**src/core/modbus_temp_consts.vh**
```
// constants for the temperature register map slave
`ifndef MODBUS_TEMP_CONSTS_VH
`define MODBUS_TEMP_CONSTS_VH
// Overview of operation
// - Each reading is offered both as a 32-bit IEEE754 float and as a scaled 16-bit signed integer.
// - Measurement registers are read-only and answer function 0x03 and 0x04 in exactly the same way.
// - Float readings take two registers each: Celsius at 0x3EA, Fahrenheit at 0x3EC, Kelvin at 0x3F0.
// - Integer readings take one register each: Celsius at 0xFA1, Fahrenheit at 0xFA2, Kelvin at 0xFA4.
// - Integer Celsius is temperature times 100, integer Fahrenheit and Kelvin are temperature times 50.
// - Wire addresses count from zero, so a wire address is the register number minus one.
// - A float puts its low 16 bits in the lower register and its upper 16 bits in the next, each sent high byte first.
// - A read request holds address, function, start, count and CRC; its reply holds address, function, byte count, data, CRC.
// - Only frames sent to the configured slave address, 233 after reset, are answered.
// - Slave address and protocol settings are written at 0x00 and 0x01 with function 0x06.

`define FN_READ_HOLD    8'h03
`define FN_READ_INPUT   8'h04
`define FN_WRITE_SINGLE 8'h06
`define EXC_FLAG        8'h80
`define EXC_BAD_FUNC    8'h01
`define EXC_BAD_ADDR    8'h02
`define EXC_BAD_VALUE   8'h03

`define ADDR_C_FLOAT    16'h03EA
`define ADDR_F_FLOAT    16'h03EC
`define ADDR_K_FLOAT    16'h03F0
`define ADDR_C_INT      16'h0FA1
`define ADDR_F_INT      16'h0FA2
`define ADDR_K_INT      16'h0FA4
`define ADDR_SLAVE_ID   16'h0000
`define ADDR_PROTO      16'h0001

`define SLAVE_ADDR_RST  8'hE9
`define SLAVE_ADDR_MIN  16'h0001
`define SLAVE_ADDR_MAX  16'h00F7
`define PROTO_RST       16'h0000
`define MAX_QTY         16'h007D
`define REQ_LEN         4'h8
`define WR_RESP_LEN     8'h08
`define EXC_RESP_LEN    8'h05
`define RD_RESP_BASE    8'h05

`define W_C_LO          4'h0
`define W_C_HI          4'h1
`define W_F_LO          4'h2
`define W_F_HI          4'h3
`define W_K_LO          4'h4
`define W_K_HI          4'h5
`define W_C_INT         4'h6
`define W_F_INT         4'h7
`define W_K_INT         4'h8
`define W_NONE          4'hF
`define SNAP_WORDS      9

`define F_MUL           20'sh00009
`define F_DIV           20'sh0000A
`define F_OFFSET        20'sh00640
`define K_OFFSET        20'sh06AB3

`define CRC_INIT        16'hFFFF
`define CRC_POLY        16'hA001
`define CLK_MHZ         200
`define GAP_US          4000
`define GAP_CYCLES_DEF  20'hC3500
`endif

```
**src/core/snapshot_mem.v**
```verilog
// captured register image with registered read port
`timescale 1ns/100ps
`include "modbus_temp_consts.vh"
module snapshot_mem (
    input  wire                        clk_i,
    input  wire                        rst_n_i,
    input  wire                        capture_i,
    input  wire [`SNAP_WORDS*16-1:0]   image_i,
    input  wire [3:0]                  rd_idx_i,
    output reg  [15:0]                 rd_word_o
);

    reg [`SNAP_WORDS*16-1:0] store_r;

    genvar g;
    generate
        for (g = 0; g < `SNAP_WORDS; g = g + 1) begin : gen_word
            always @(posedge clk_i or negedge rst_n_i) begin
                if (!rst_n_i) begin
                    store_r[g*16 +: 16] <= 16'h0000;
                end else if (capture_i) begin
                    store_r[g*16 +: 16] <= image_i[g*16 +: 16];
                end
            end
        end
    endgenerate

    always @(posedge clk_i or negedge rst_n_i) begin
        if (!rst_n_i) begin
            rd_word_o <= 16'h0000;
        end else if (rd_idx_i < `SNAP_WORDS) begin
            rd_word_o <= store_r[rd_idx_i*16 +: 16];
        end else begin
            rd_word_o <= 16'h0000;
        end
    end

endmodule

```
**src/core/modbus_temp_regmap.v**
```verilog
// rtu slave: request decode, temperature register map, reply build
`timescale 1ns/100ps
`include "modbus_temp_consts.vh"
module modbus_temp_regmap #(
    parameter [19:0] GAP_CYCLES = `GAP_CYCLES_DEF
) (
    input  wire        core_clk_i,
    input  wire        nrst_i,
    input  wire [7:0]  rx_data_i,
    input  wire        rx_valid_i,
    input  wire        tx_ready_i,
    input  wire        meas_valid_i,
    input  wire [31:0] meas_c_float_i,
    input  wire [31:0] meas_f_float_i,
    input  wire [31:0] meas_k_float_i,
    input  wire [15:0] meas_c_x100_i,
    output reg  [7:0]  tx_data_o,
    output reg         tx_valid_o,
    output reg         drive_en_o,
    output reg  [7:0]  slave_addr_o,
    output reg  [15:0] proto_cfg_o
);

    localparam [1:0] ST_RX   = 2'h0;
    localparam [1:0] ST_PREP = 2'h1;
    localparam [1:0] ST_LOAD = 2'h2;
    localparam [1:0] ST_SEND = 2'h3;

    localparam [1:0] RESP_READ  = 2'h0;
    localparam [1:0] RESP_WRITE = 2'h1;
    localparam [1:0] RESP_EXC   = 2'h2;

    function [15:0] crc_step;
        input [15:0] crc;
        input [7:0]  data;
        integer      i;
        reg [15:0]   c;
        begin
            c = crc ^ {8'h00, data};
            for (i = 0; i < 8; i = i + 1) begin
                if (c[0]) begin
                    c = (c >> 1) ^ `CRC_POLY;
                end else begin
                    c = c >> 1;
                end
            end
            crc_step = c;
        end
    endfunction

    // wire address to snapshot word, float low half at lower address
    function [3:0] map_idx;
        input [15:0] addr;
        begin
            case (addr)
                `ADDR_C_FLOAT:          map_idx = `W_C_LO;
                `ADDR_C_FLOAT + 16'h1:  map_idx = `W_C_HI;
                `ADDR_F_FLOAT:          map_idx = `W_F_LO;
                `ADDR_F_FLOAT + 16'h1:  map_idx = `W_F_HI;
                `ADDR_K_FLOAT:          map_idx = `W_K_LO;
                `ADDR_K_FLOAT + 16'h1:  map_idx = `W_K_HI;
                `ADDR_C_INT:            map_idx = `W_C_INT;
                `ADDR_F_INT:            map_idx = `W_F_INT;
                `ADDR_K_INT:            map_idx = `W_K_INT;
                default:                map_idx = `W_NONE;
            endcase
        end
    endfunction

    // whole span must lie inside one mapped block
    function range_ok;
        input [15:0] start;
        input [15:0] qty;
        reg   [16:0] last;
        begin
            last = {1'b0, start} + {1'b0, qty} - 17'h00001;
            range_ok = (start >= `ADDR_C_FLOAT && last <= {1'b0, `ADDR_F_FLOAT + 16'h1}) ||
                       (start >= `ADDR_K_FLOAT && last <= {1'b0, `ADDR_K_FLOAT + 16'h1}) ||
                       (start >= `ADDR_C_INT && last <= {1'b0, `ADDR_F_INT}) ||
                       (start == `ADDR_K_INT && last == {1'b0, `ADDR_K_INT});
        end
    endfunction

    reg         rst_s1_r;
    reg         rst_s2_r;
    wire        rst_n;

    reg [1:0]   state_r;
    reg [3:0]   rx_cnt_r;
    reg [63:0]  rx_buf_r;
    reg [15:0]  crc_rx_r;
    reg [19:0]  gap_cnt_r;
    reg [1:0]   resp_kind_r;
    reg [7:0]   resp_func_r;
    reg [7:0]   exc_code_r;
    reg [7:0]   tx_len_r;
    reg [7:0]   tx_pos_r;
    reg [15:0]  crc_tx_r;

    reg [31:0]  live_c_float_r;
    reg [31:0]  live_f_float_r;
    reg [31:0]  live_k_float_r;
    reg [15:0]  live_c_int_r;
    reg [15:0]  live_f_int_r;
    reg [15:0]  live_k_int_r;

    reg [1:0]   kind_nxt;
    reg [7:0]   exc_nxt;
    reg [7:0]   len_nxt;
    reg         wr_slave_nxt;
    reg         wr_proto_nxt;
    reg [7:0]   tx_byte;
    reg [7:0]   data_pos;

    wire [15:0] rd_word;
    wire [7:0]  req_slave = rx_buf_r[7:0];
    wire [7:0]  req_func  = rx_buf_r[15:8];
    wire [15:0] req_start = {rx_buf_r[23:16], rx_buf_r[31:24]};
    wire [15:0] req_val   = {rx_buf_r[39:32], rx_buf_r[47:40]};
    wire        frame_end = (rx_cnt_r != 4'h0) && !rx_valid_i && (gap_cnt_r == GAP_CYCLES - 20'h00001);
    wire        frame_good = (rx_cnt_r == `REQ_LEN) && (crc_rx_r == 16'h0000) &&
                             (req_slave == slave_addr_o);
    wire        accept = (state_r == ST_RX) && frame_end && frame_good;
    wire        is_read = (req_func == `FN_READ_HOLD) || (req_func == `FN_READ_INPUT);
    wire [15:0] rd_addr = req_start + {9'h000, data_pos[7:1]};

    // scaled integers: F*50 = C100*0.9+1600, K*50 = (C100+27315)/2
    wire signed [19:0] c_ext = {{4{meas_c_x100_i[15]}}, meas_c_x100_i};
    wire signed [19:0] f_x50 = (c_ext * `F_MUL) / `F_DIV + `F_OFFSET;
    wire signed [19:0] k_x50 = (c_ext + `K_OFFSET) >>> 1;

    assign rst_n = rst_s2_r;

    always @(posedge core_clk_i or negedge nrst_i) begin
        if (!nrst_i) begin
            rst_s1_r <= 1'b0;
            rst_s2_r <= 1'b0;
        end else begin
            rst_s1_r <= 1'b1;
            rst_s2_r <= rst_s1_r;
        end
    end

    always @(posedge core_clk_i or negedge rst_n) begin
        if (!rst_n) begin
            live_c_float_r <= 32'h00000000;
            live_f_float_r <= 32'h00000000;
            live_k_float_r <= 32'h00000000;
            live_c_int_r   <= 16'h0000;
            live_f_int_r   <= 16'h0000;
            live_k_int_r   <= 16'h0000;
        end else if (meas_valid_i) begin
            live_c_float_r <= meas_c_float_i;
            live_f_float_r <= meas_f_float_i;
            live_k_float_r <= meas_k_float_i;
            live_c_int_r   <= meas_c_x100_i;
            live_f_int_r   <= f_x50[15:0];
            live_k_int_r   <= k_x50[15:0];
        end
    end

    snapshot_mem u_snapshot (
        .clk_i     (core_clk_i),
        .rst_n_i   (rst_n),
        .capture_i (accept && is_read),
        .image_i   ({live_k_int_r, live_f_int_r, live_c_int_r,
                     live_k_float_r, live_f_float_r, live_c_float_r}),
        .rd_idx_i  (map_idx(rd_addr)),
        .rd_word_o (rd_word)
    );

    // request decode and reply selection
    always @* begin
        kind_nxt     = RESP_EXC;
        exc_nxt      = `EXC_BAD_FUNC;
        len_nxt      = `EXC_RESP_LEN;
        wr_slave_nxt = 1'b0;
        wr_proto_nxt = 1'b0;
        if (is_read) begin
            if (req_val == 16'h0000 || req_val > `MAX_QTY) begin
                exc_nxt = `EXC_BAD_VALUE;
            end else if (!range_ok(req_start, req_val)) begin
                exc_nxt = `EXC_BAD_ADDR;
            end else begin
                kind_nxt = RESP_READ;
                len_nxt  = {req_val[6:0], 1'b0} + `RD_RESP_BASE;
            end
        end else if (req_func == `FN_WRITE_SINGLE) begin
            if (req_start == `ADDR_SLAVE_ID) begin
                if (req_val < `SLAVE_ADDR_MIN || req_val > `SLAVE_ADDR_MAX) begin
                    exc_nxt = `EXC_BAD_VALUE;
                end else begin
                    kind_nxt     = RESP_WRITE;
                    len_nxt      = `WR_RESP_LEN;
                    wr_slave_nxt = 1'b1;
                end
            end else if (req_start == `ADDR_PROTO) begin
                kind_nxt     = RESP_WRITE;
                len_nxt      = `WR_RESP_LEN;
                wr_proto_nxt = 1'b1;
            end else begin
                exc_nxt = `EXC_BAD_ADDR;
            end
        end
    end

    // reply byte for the current position
    always @* begin
        data_pos = tx_pos_r - 8'h03;
        tx_byte  = exc_code_r;
        if (tx_pos_r == tx_len_r - 8'h02) begin
            tx_byte = crc_tx_r[7:0];
        end else if (tx_pos_r == tx_len_r - 8'h01) begin
            tx_byte = crc_tx_r[15:8];
        end else if (tx_pos_r == 8'h00) begin
            tx_byte = slave_addr_o;
        end else if (tx_pos_r == 8'h01) begin
            tx_byte = resp_func_r;
        end else begin
            case (resp_kind_r)
                RESP_READ: begin
                    if (tx_pos_r == 8'h02) begin
                        tx_byte = {req_val[6:0], 1'b0};
                    end else if (data_pos[0]) begin
                        tx_byte = rd_word[7:0];
                    end else begin
                        tx_byte = rd_word[15:8];
                    end
                end
                RESP_WRITE: begin
                    tx_byte = rx_buf_r[{tx_pos_r[2:0], 3'b000} +: 8];
                end
                default: begin
                    tx_byte = exc_code_r;
                end
            endcase
        end
    end

    always @(posedge core_clk_i or negedge rst_n) begin
        if (!rst_n) begin
            state_r      <= ST_RX;
            rx_cnt_r     <= 4'h0;
            rx_buf_r     <= 64'h0000000000000000;
            crc_rx_r     <= `CRC_INIT;
            gap_cnt_r    <= 20'h00000;
            resp_kind_r  <= RESP_EXC;
            resp_func_r  <= 8'h00;
            exc_code_r   <= 8'h00;
            tx_len_r     <= `EXC_RESP_LEN;
            tx_pos_r     <= 8'h00;
            crc_tx_r     <= `CRC_INIT;
            tx_data_o    <= 8'h00;
            tx_valid_o   <= 1'b0;
            drive_en_o   <= 1'b0;
            slave_addr_o <= `SLAVE_ADDR_RST;
            proto_cfg_o  <= `PROTO_RST;
        end else begin
            case (state_r)
                ST_RX: begin
                    if (rx_valid_i) begin
                        gap_cnt_r <= 20'h00000;
                        if (rx_cnt_r < `REQ_LEN) begin
                            rx_buf_r[{rx_cnt_r[2:0], 3'b000} +: 8] <= rx_data_i;
                            crc_rx_r <= crc_step(crc_rx_r, rx_data_i);
                        end
                        if (rx_cnt_r != 4'hF) begin
                            rx_cnt_r <= rx_cnt_r + 4'h1;
                        end
                    end else if (frame_end) begin
                        rx_cnt_r  <= 4'h0;
                        crc_rx_r  <= `CRC_INIT;
                        gap_cnt_r <= 20'h00000;
                        if (frame_good) begin
                            resp_kind_r <= kind_nxt;
                            exc_code_r  <= exc_nxt;
                            tx_len_r    <= len_nxt;
                            resp_func_r <= (kind_nxt == RESP_EXC) ? (req_func | `EXC_FLAG) : req_func;
                            tx_pos_r    <= 8'h00;
                            crc_tx_r    <= `CRC_INIT;
                            drive_en_o  <= 1'b1;
                            state_r     <= ST_PREP;
                            if (wr_slave_nxt) begin
                                slave_addr_o <= req_val[7:0];
                            end
                            if (wr_proto_nxt) begin
                                proto_cfg_o <= req_val;
                            end
                        end
                    end else if (rx_cnt_r != 4'h0) begin
                        gap_cnt_r <= gap_cnt_r + 20'h00001;
                    end
                end
                ST_PREP: begin
                    state_r <= ST_LOAD;
                end
                ST_LOAD: begin
                    tx_data_o  <= tx_byte;
                    tx_valid_o <= 1'b1;
                    if (tx_pos_r < tx_len_r - 8'h02) begin
                        crc_tx_r <= crc_step(crc_tx_r, tx_byte);
                    end
                    state_r <= ST_SEND;
                end
                ST_SEND: begin
                    if (tx_ready_i) begin
                        tx_valid_o <= 1'b0;
                        if (tx_pos_r == tx_len_r - 8'h01) begin
                            drive_en_o <= 1'b0;
                            tx_pos_r   <= 8'h00;
                            state_r    <= ST_RX;
                        end else begin
                            tx_pos_r <= tx_pos_r + 8'h01;
                            state_r  <= ST_PREP;
                        end
                    end
                end
                default: begin
                    state_r <= ST_RX;
                end
            endcase
        end
    end

endmodule

```
**config.mk**
```make
export PLATFORM = sky130hd
export DESIGN_NAME = modbus_temp_regmap
export DESIGN_NICKNAME = d
export VERILOG_FILES = /design/src/core/snapshot_mem.v /design/src/core/modbus_temp_regmap.v
export VERILOG_INCLUDE_DIRS = /design/src /design/src/core
export SDC_FILE = /design/constraint.sdc
export NUM_CORES = 1
export LEC_CHECK = 0
export BUFFER_PORTS_ARGS = -buffer_cell sky130_fd_sc_hd__buf_2
export CAP_MARGIN = 25
export CORE_MARGIN = 1
export CORE_UTILIZATION = 55
export DETAILED_ROUTE_END_ITERATION = 10
export HOLD_SLACK_MARGIN = 0.15
export PLACE_DENSITY = 0.73
export SYNTH_ARGS = -nofsm -noshare
export SYNTH_HDL_FRONTEND = slang
export SYNTH_SLANG_ARGS = --single-unit
```
**constraint.sdc**
```tcl
create_clock -name core_clk_i -period 45.5 [get_ports core_clk_i]
set_clock_uncertainty 0.2 [all_clocks]
set_input_delay 4.55 -clock core_clk_i [delete_from_list [all_inputs] [get_ports core_clk_i]]
set_output_delay 4.55 -clock core_clk_i [all_outputs]
set_load 0.02 [all_outputs]
```
== Yosys cells after proc, flatten, opt, wreduce, memory -nomap -nowiden ==
Cells that the tools add are included.

* Shift-type cells: 4
* Muxes and demuxes: 125
* Div/mod/pow operators: 1
* Reductions and logical operators: 42
* Add/subtract/negate cells: 13
* Bitwise operators: 19
* Magnitude comparators: 12
* Eq/ne operators: 36
* Multiply operators: 1

{| class="wikitable"
|+ Operators with widths
! cell !! number
|-
| $mux 16 || 59
|-
| $mux 8 || 20
|-
| $shiftx 144x9->16 || 1
|-
| $eq 16x10->1 const B || 6
|-
| $bwmux 64 || 1
|-
| $eq 16x12->1 const B || 4
|-
| $shift 8x8->64 const A || 1
|-
| $shiftx 64x7->8 || 1
|-
| $shiftx 8x8->64 || 1
|-
| $mux 20 || 3
|-
| $logic_not 16->1 || 3
|-
| $not 2->3 || 16
|-
| $pmux 4 s9 || 1
|-
| $le 17x10->1 const B || 2
|-
| $ge 16x10->1 const B || 2
|-
| $pmux 16 s2 || 1
|-
| $pmux 8 s2 || 2
|-
| $xor 16x8->16 || 2
|-
| $mux 2 || 15
|-
| $eq 8x8->1 || 3
|-
| $add 20x1->20 const B || 1
|-
| $div 20x5->20 const B || 1
|-
| $eq 20x20->1 const B || 1
|-
| $mul 16x5->20 const B || 1
|-
| other kinds (47) || 105
|}

* Input bits: 125
* Register bits after elaboration: 496

== Longest topological paths before layout ==
Gate-level depths: netlist of the first run.

* Word-level depth: 41
* Gate-level depth with buffers: 49
* Mapped depth without buffers: 43

== Hierarchy ==
From an unflattened synthesis of the first run, not the netlist that was laid out.

* Cells, all modules: 2887
* Area total of the unflattened synthesis: 29583.4 sq um

{| class="wikitable"
|+ By module, submodules not included
! module !! area an instance (sq um) !! instances !! cells each
|-
| modbus_temp_regmap || 22512.8 || 1 || 2421
|-
| snapshot_mem || 7070.5 || 1 || 466
|}

== Worst setup path after synthesis of the first run ==
Ideal clock, no wire load.

* Path kind: input to register
* From: in meas_c_x100_i[1]
* To: reg live_f_int_r[12]
* Arrival: 13727 ps
* Stages: 45
* Buffers on the path: 3
* Slack: 31436 ps
* Data required time: 45163 ps
* Setup time: 137 ps
* Cell sequence: ha_1 -> ha_1 -> fa_1 -> a211oi_2 -> o31ai_4 -> a211oi_2 -> nor2_2 -> nor4_4 -> a31oi_1 -> xnor2_2 -> nand3_1 -> a32o_1 -> or2_1 -> buf_6 -> a21oi_4 -> o31ai_4 -> nor4_4 -> nor3_1 -> [9 not listed] -> a211oi_2 -> ha_1 -> nand2_1 -> o22a_2 -> nand4b_4 -> buf_6 -> nor3_1 -> nor2_1 -> xnor2_1 -> ha_1 -> nand2_1 -> a21boi_0 -> nor3_1 -> o41ai_1 -> or3b_4 -> o32ai_2 -> xnor2_1 -> a21oi_1

* Word-level cells in the longest chain between the ends: 3

{| class="wikitable"
|+ Ends and longest elaborated chain
! element !! RTL line !! source
|-
| start, declared || modbus_temp_regmap.v:16 || <nowiki>input wire [15:0] meas_c_x100_i,</nowiki>
|-
| $mul 16x5->20 (no line) || - ||
|-
| $div 20x5->20 (no line) || - ||
|-
| $add 16x12->16 (no line) || - ||
|-
| end signal, assigned || modbus_temp_regmap.v:157 || <nowiki>live_f_int_r <= f_x50[15:0];</nowiki>
|-
| end, declared || modbus_temp_regmap.v:104 || <nowiki>reg [15:0] live_f_int_r;</nowiki>
|}

Every way passes these cells.
A chain may end at the register's enable or synchronous reset.

== Worst setup path after layout of the first run ==
* From: in meas_c_x100_i[4]
* To: reg live_f_int_r[12]

Same word-level chain as after synthesis.

==> results of run 1 <==
==> synthesized netlist by cell type, types with 24 or more instances <==
cell type    n
dfrtp_1    450
mux2_2     334
nand2_1    223
nor2_1     208
o21ai_0    190
a21oi_1    158
clkbuf_1   123
inv_1      121
xnor2_1    115
ha_1        96
nand3_1     80
mux2i_1     70
nor3_1      64
xor2_1      56
dfstp_2     40
a211oi_1    37
a31oi_1     27
nand4_1     26
and3_1      24
==> what timing repair did <==
| action | CTS | global route |
|---|---|---|
| setup endpoints to repair | 0 | 0 |
| hold buffers | 0 | 1 |
| hold endpoints to repair | 0 | 6 |
==> where the power goes <==
part / internal (mW) / total [mW] / switching (mW)
registers: 0.503 / 0.560 / 0.0577
logic: 0.508 / 1.29 / 0.781
clock network: 0.284 / 0.472 / 0.188
==> through the flow <==
step / util / power (mW) / cell area, µm² / cells
global placement: 0.586 / 1.80 / 30400 / 3591
finish: 0.628 / 2.32 / 32500 / 3703
global route: 0.628 / 2.48 / 32500 / 3703
detailed placement: 0.586 / 1.83 / 30400 / 3594
CTS: 0.624 / 2.31 / 32300 / 3693
floorplan: - / 1.56 / 29100 / 2880
==> final timing paths <==
kind | endpoint | depth (start not counted) | slack [ns] | start
max reg2reg | u_snapshot.rd_word_o[9] | 25 | 38.18 | tx_pos_r[0]
max | live_f_int_r[12] | 43 | 29.73 | meas_c_x100_i[4]
max in group asynchronous | rst_n | 1 | 41.47 | nrst_i
min in group core_clk_i | rst_n | 0 | 0.16 | rst_s1_r
min reg2reg | gap_cnt_r[4] | 1 | 0.13 | rst_n
min | gap_cnt_r[4] | 1 | 0.13 | rst_n
==> registers in the layout, summed over array words and instances (netlist names), 20 cells and up <==
register            count
u_snapshot.store_r    144
rx_buf_r               64
live_c_float_r         32
live_f_float_r         32
live_k_float_r         32
gap_cnt_r              20
==> critical path, delay by kind of cell <==
family,cells,cell delay [ns]
buffers and inverters,1,0.16
XOR/XNOR,3,0.82
AND/OR/NAND/NOR,15,3.72
adder cells (fa/ha/maj),5,1.48
AO/OA/AOI/OAI,19,5.32
==> area by class of cell <==
class,instances,area (µm²),share of cell area
multi-input combinational,2121,15800,0.485
sequential,490,12300,0.379
clock buffer,69,1490,0.0457
timing repair buffer,191,1200,0.0369
tap,680,851,0.0261
clock inverter,30,462,0.0142
inverter,121,454,0.0140
antenna,1,2.50,0.0000769
==> cell families (layout without fill, tap and decap cells) <==
kind of cell	count (synthesis)	in the layout	share of synthesized area
simple gates	773	773	0.128
compound gates	651	651	0.148
flops	490	490	0.423
mux	420	420	0.166
buf+inv	269	411	0.0363
xor+xnor	177	177	0.0548
fa+ha+maj	99	99	0.0434
other cells	1	2	0.000129
==> layer usage <==
metal	GRT usage	routed length, µm	vias to the layer above
met5	0	27	-
met4	0.126	3380	4
met3	0.0352	4200	166
met2	0.470	37000	792
met1	0.376	32400	11300
li1	-	-	10600
==> qor.yml, run 1 <==
run_status:
  outcome: "finished clean"
clock_tree:
  postCtsSetupBuffers: 0
  cts_root_buf: "clkbuf_16"
  htreeDepth: 2
  cts_tree: "yes"
  cts_buffers: 53
  cts_buffer_depth: 3
  insertion_delay_ns: 0.62
  cts_sinks: 490
  clk_pin_slew_worst_paths_ns: 0.06
  cts_resized: 0
pwr:
  peakVddDrop_uv: 61.8
  cellLeakagePower_nw: 14.3
  p_per_area_nw_per_um2: 71.4
logic_synthesis:
  synth_ff_type: "dfrtp_1"
  yosysWarnings: 0
  avgSynthCellArea_um2: 10.1
  synth_cells: 2880
  syn-num-nets: 3104
  synth_area_um2: 29100
  yosysTopAreaCellShare: 0.387
  synth.area.top_cells: "dfrtp_1 (39%), mux2_2 (13%), ha_1 (4.1%)"
  async_reset_ff_frac: 1.00
  synth.distinct_cells: 113
  yosysTopAreaCell: "dfrtp_1"
  ys_seq_area_frac: 0.423
  synth_edf_count: 0
  ys_ff_latch: 490
global_routing:
  grt.overflow.total: 0
  antenna_found_initial: 3
  grt_start_max_net_pins: 187
  grt_pass1_wl_um: 122000
  grt_pass1_vias: 22400
  grt_usage: 0.285
detailed_routing:
  via_per_inst: 6.18
  via_count: 22900
  wirelength_um: 77000
  ant_nets: 0
  remaining_drc_errors: 0
  post_drt_wl_per_cell_um: 20.8
  drtIter0Drc: 1806
  drt-pass1-iter-count: 6
min_path:
  worstHoldPathType: "reg -> async"
worst_setup_path:
  cp-end-kind: "flop"
  cp.arrival_ns: 16.05
  path_common_cell: "ha_1"
  crit_type: "in -> reg"
  cp_max_fo: 14
  slowest_delay_ns: 0.69
  required_ns: 45.77
  critPathSlowestCell: "a211oi_2"
  start_kind: "primary input"
placed_design:
  gp_congestion: 0.959
  preCtsSetupSlack_ns: 29.33
  numPortBuffers: 158
  hpwl_um: 54600
final_layout:
  final_common_cell: "dfrtp_1"
  final_cell_mix: "dfrtp_1 (449), mux2_2 (334), nand2_1 (223)"
  nNetsFinal: 3202
  fillers: 4141
  drive_above_1_share: 0.249
  syn_to_final_growth_pct: 11.8
timing:
  slew_headroom: 0.298
  max_freq_mhz: 63.4
  period_minus_slack_ns: 15.77
  hold_viol: 0
  rsz0062_at_grt: "no"
  fin_ws_ns: 29.73
  fin_setup_tns_ns: 0
  final_max_slew_viol_count: 0
  fin_crit_sh: 0.347
  worst_pin_slew_ns: 1.05
  fin_hold_ws_ns: 0.127
  setup_viol_count_final: 0
floorplan:
  dieHeight_um: 232
  core_area_um2: 51800
  die_w_um: 232
  start_util: 0.561
  dieArea_um2: 53800
  row_count: 83
  ios: 159
run:
  maxCapViolCount: 0
(Power assumes the default switching activity.)
==> run 2, diff against run 1 <==
--- a/config.mk
+++ b/config.mk
@@ -6,6 +6,7 @@
 export SDC_FILE = /design/constraint.sdc
 export NUM_CORES = 1
 export LEC_CHECK = 0
+export ABC_AREA = 1
 export BUFFER_PORTS_ARGS = -buffer_cell sky130_fd_sc_hd__buf_2
 export CAP_MARGIN = 25
 export CORE_MARGIN = 1
==> constraint.sdc (replaced) <==
create_clock -name core_clk_i -period 15.7 [get_ports core_clk_i]
set_clock_uncertainty 0.2 [all_clocks]
set_input_delay 1.57 -clock core_clk_i [delete_from_list [all_inputs] [get_ports core_clk_i]]
set_output_delay 1.57 -clock core_clk_i [all_outputs]
set_load 0.02 [all_outputs]
==> run 2 against run 1 <==
Net effect:
- synthesized area fell by 2.5%
- design area down 3.5%
- first-iteration DRC count rose by 14%
- global-route usage grew 1.5 points
- clock-buffer cell count is 10 higher
- utilization decreased by 0.60 points
- cell count is 22% higher
- highest routed layer is now met4
- setup slack worse by 25 ns
- critical path depth rose by 48
==> qor.yml, run 2 <==
logic_synthesis:
  yosysTopAreaCell: "dfrtp_1"
  synth_edf_count: 0  # unchanged
  ys_seq_area_frac: 0.434  # +0.0110
  synth.area.top_cells: "dfrtp_1 (40%), nand2_1 (12%), o21ai_0 (7.9%)"
  syn-num-nets: 3943  # +27%
  ys_ff_latch: 490  # unchanged
  synth_commonest_cells: "nand2_1 (873), inv_1 (484), dfrtp_1 (450)"
  synth_cells: 3719  # +29%
  synth_most_common_cell: "nand2_1"
  yosysTopAreaCellShare: 0.397  # +0.0101
  synth_ff_type: "dfrtp_1"
  async_reset_ff_frac: 1.00  # unchanged
  yosysWarnings: 0  # unchanged
  synth_area_um2: 28300  # -2.5%
  avgSynthCellArea_um2: 7.62  # -25%
  synth.distinct_cells: 67  # -41%
timing:
  slew_headroom: 0.343  # +0.0453
  rsz0062_at_grt: "no"
  setup_viol_count_final: 0  # unchanged
  hold_viol: 0  # unchanged
  fin_crit_sh: 0.719
  max_freq_mhz: 88.5
  period_minus_slack_ns: 11.29
  worst_pin_slew_ns: 0.985  # -0.0679 ns
  final_max_slew_viol_count: 0  # unchanged
  fin_setup_tns_ns: 0  # unchanged
clock_tree:
  cts_buffers: 52  # -1.9%
  insertion_delay_ns: 0.63  # about the same
  cts_tree: "yes"
  cts_root_buf: "clkbuf_16"
  htreeDepth: 2  # unchanged
  cts_buffer_depth: 3  # unchanged
  clk_pin_slew_worst_paths_ns: 0.06  # about the same
  cts_sinks: 490  # unchanged
worst_setup_path:
  cp_max_fo: 41  # +27
  crit_type: "in -> reg"
  cp-end-kind: "flop"
  reg2reg_from: "tx_pos_r[2]"
  crit_family: "simple AND/OR/NAND/NOR gates"
  start_kind: "primary input"
  reg2reg_to: "u_snapshot.rd_word_o[1]"
  slowest_delay_ns: 0.61  # -0.08 ns
  crit_cells: 91  # +110%
  required_ns: 15.99  # -29.78 ns
  reg2regPathDepth: 27  # +8.0%
  path_buf_inv: 11  # +10
  critPathSlowestCell: "inv_2"
  r2r_slack_ns: 8.18  # -30.00 ns
  cp.arrival_ns: 11.58  # -4.47 ns
detailed_routing:
  via_per_inst: 5.49  # -11%
  via_count: 24900  # +8.8%
  post_drt_wl_per_cell_um: 17.2  # -17%
  ant_nets: 0  # unchanged
  wirelength_um: 78000  # +1.3%
  remaining_drc_errors: 0  # unchanged
  drt-pass1-iter-count: 5  # -1
  drtIter0Drc: 2066  # +14%
final_layout:
  largest_register: "u_snapshot.store_r"
  reg_top3: "u_snapshot.store_r: 144 flops, rx_buf_r: 64 flops"
  nNetsFinal: 4041  # +26%
  final_common_cell: "nand2_1"
  syn_to_final_growth_pct: 10.7
  largest_reg_flops: 144  # unchanged
  drive_above_1_share: 0.119  # -0.130
  final_cell_mix: "nand2_1 (871), inv_1 (484), dfrtp_1 (449)"
  diodes: 0  # -1
global_routing:
  grt_pass1_vias: 23500  # +4.8%
  grt-busiest-layer: "met2"
  grt.overflow.total: 0  # unchanged
  grt_start_max_net_pins: 182  # -2.7%
  use_met2: 0.504  # +0.0344
  grt_pass1_wl_um: 126000  # +2.8%
  grt_usage: 0.300  # +0.0152
  use_met3: 0.0376  # +0.00236
  met1_usage: 0.395  # +0.0189
  antenna_found_initial: 0  # -3
run:
  maxCapViolCount: 0  # unchanged
floorplan:
  core_area_um2: 50500  # -2.6%
  ios: 159  # unchanged
  die_w_um: 229  # -1.3%
  row_count: 82  # -1.2%
  dieArea_um2: 52500  # -2.5%
  dieHeight_um: 229  # -1.3%
  start_util: 0.562  # about the same
placed_design:
  numPortBuffers: 158  # unchanged
  gp_congestion: 0.954  # -0.55%
  hpwl_um: 57300  # +5.1%
min_path:
  worstHoldPathType: "reg -> async"
run_status:
  outcome: "finished clean"
[run 2: cell types whose count changed in the layout (fill, tap and decap cells not counted), moves of 44 or more]
cell     previous run  this run
mux2_2            334        13
o21ai_0           190       446
mux2i_1            70         0
nand3_1            80       325
inv_1             121       484
nand2_2             1        45
nand2_1           223       871
xnor2_1           115        26
[run 2: layer usage]
| metal | vias up | routed length (µm) |
|---|---|---|
| li1 | 12300 | - |
| met1 | 11700 | 33400 |
| met2 | 692 | 37600 |
| met3 | 172 | 3900 |
| met4 | 0 | 3120 |
| met5 | - | 0 |
[run 2: logic make-up (layout without fill, tap and decap cells)]
kind of cell,Yosys count,count (layout),synth area share
AOI/OAI and AO/OA,744,744,0.144
xor gates and xnor gates,104,104,0.0324
adders and majority gates,99,99,0.0445
buffers and inverters,663,803,0.0894
DFF,490,490,0.434
muxes,13,13,0.00516
other,1,1,0.000132
and+or+nand+nor,1605,1605,0.250
[run 2: through the flow]
stage	std cells	cell area (µm²)	hold slack (ns)	utilization	setup WS, ns
after floorplan	3719	28300	0.131	-	0.901
after global placement	4431	29600	0.113	0.586	4.24
after detailed placement	4432	29600	0.107	0.587	3.86
after CTS	4529	31400	0.152	0.621	4.50
after global routing	4531	31400	0.153	0.622	3.02
final	4531	31400	0.128	0.622	4.41
[run 2: layout make-up]
class                           instances  area, µm²
Timing Repair Buffer                  182       1030
Tap cell                              672        841
Clock buffer                           79       1510
Inverter                              525       1970
Fill cell                            4570      19100
Sequential cell                       490      12300
Multi-Input combinational cell       2566      13500
Clock inverter                         17        203
[run 2: how the worst max path moves through the flow]
stage                      start               end
6_report       meas_c_x100_i[15]  live_f_int_r[14]
5_1_grt        meas_c_x100_i[15]  live_f_int_r[14]
4_1_cts        meas_c_x100_i[15]  live_f_int_r[14]
3_5_place_dp    meas_c_x100_i[4]  live_f_int_r[14]
3_3_place_gp    meas_c_x100_i[4]  live_f_int_r[14]
2_1_floorplan              rst_n        drive_en_o
[run 2: what timing repair did]
action,in CTS,in global routing
endpoints found under the hold margin,33,2
resized for setup,0,0
setup buffers,0,0
hold buffers,1,1
Power of run 2 is left out: the tool's default activity adds up to more than one toggle a clock period on the data nets, which glitch-free logic cannot reach.
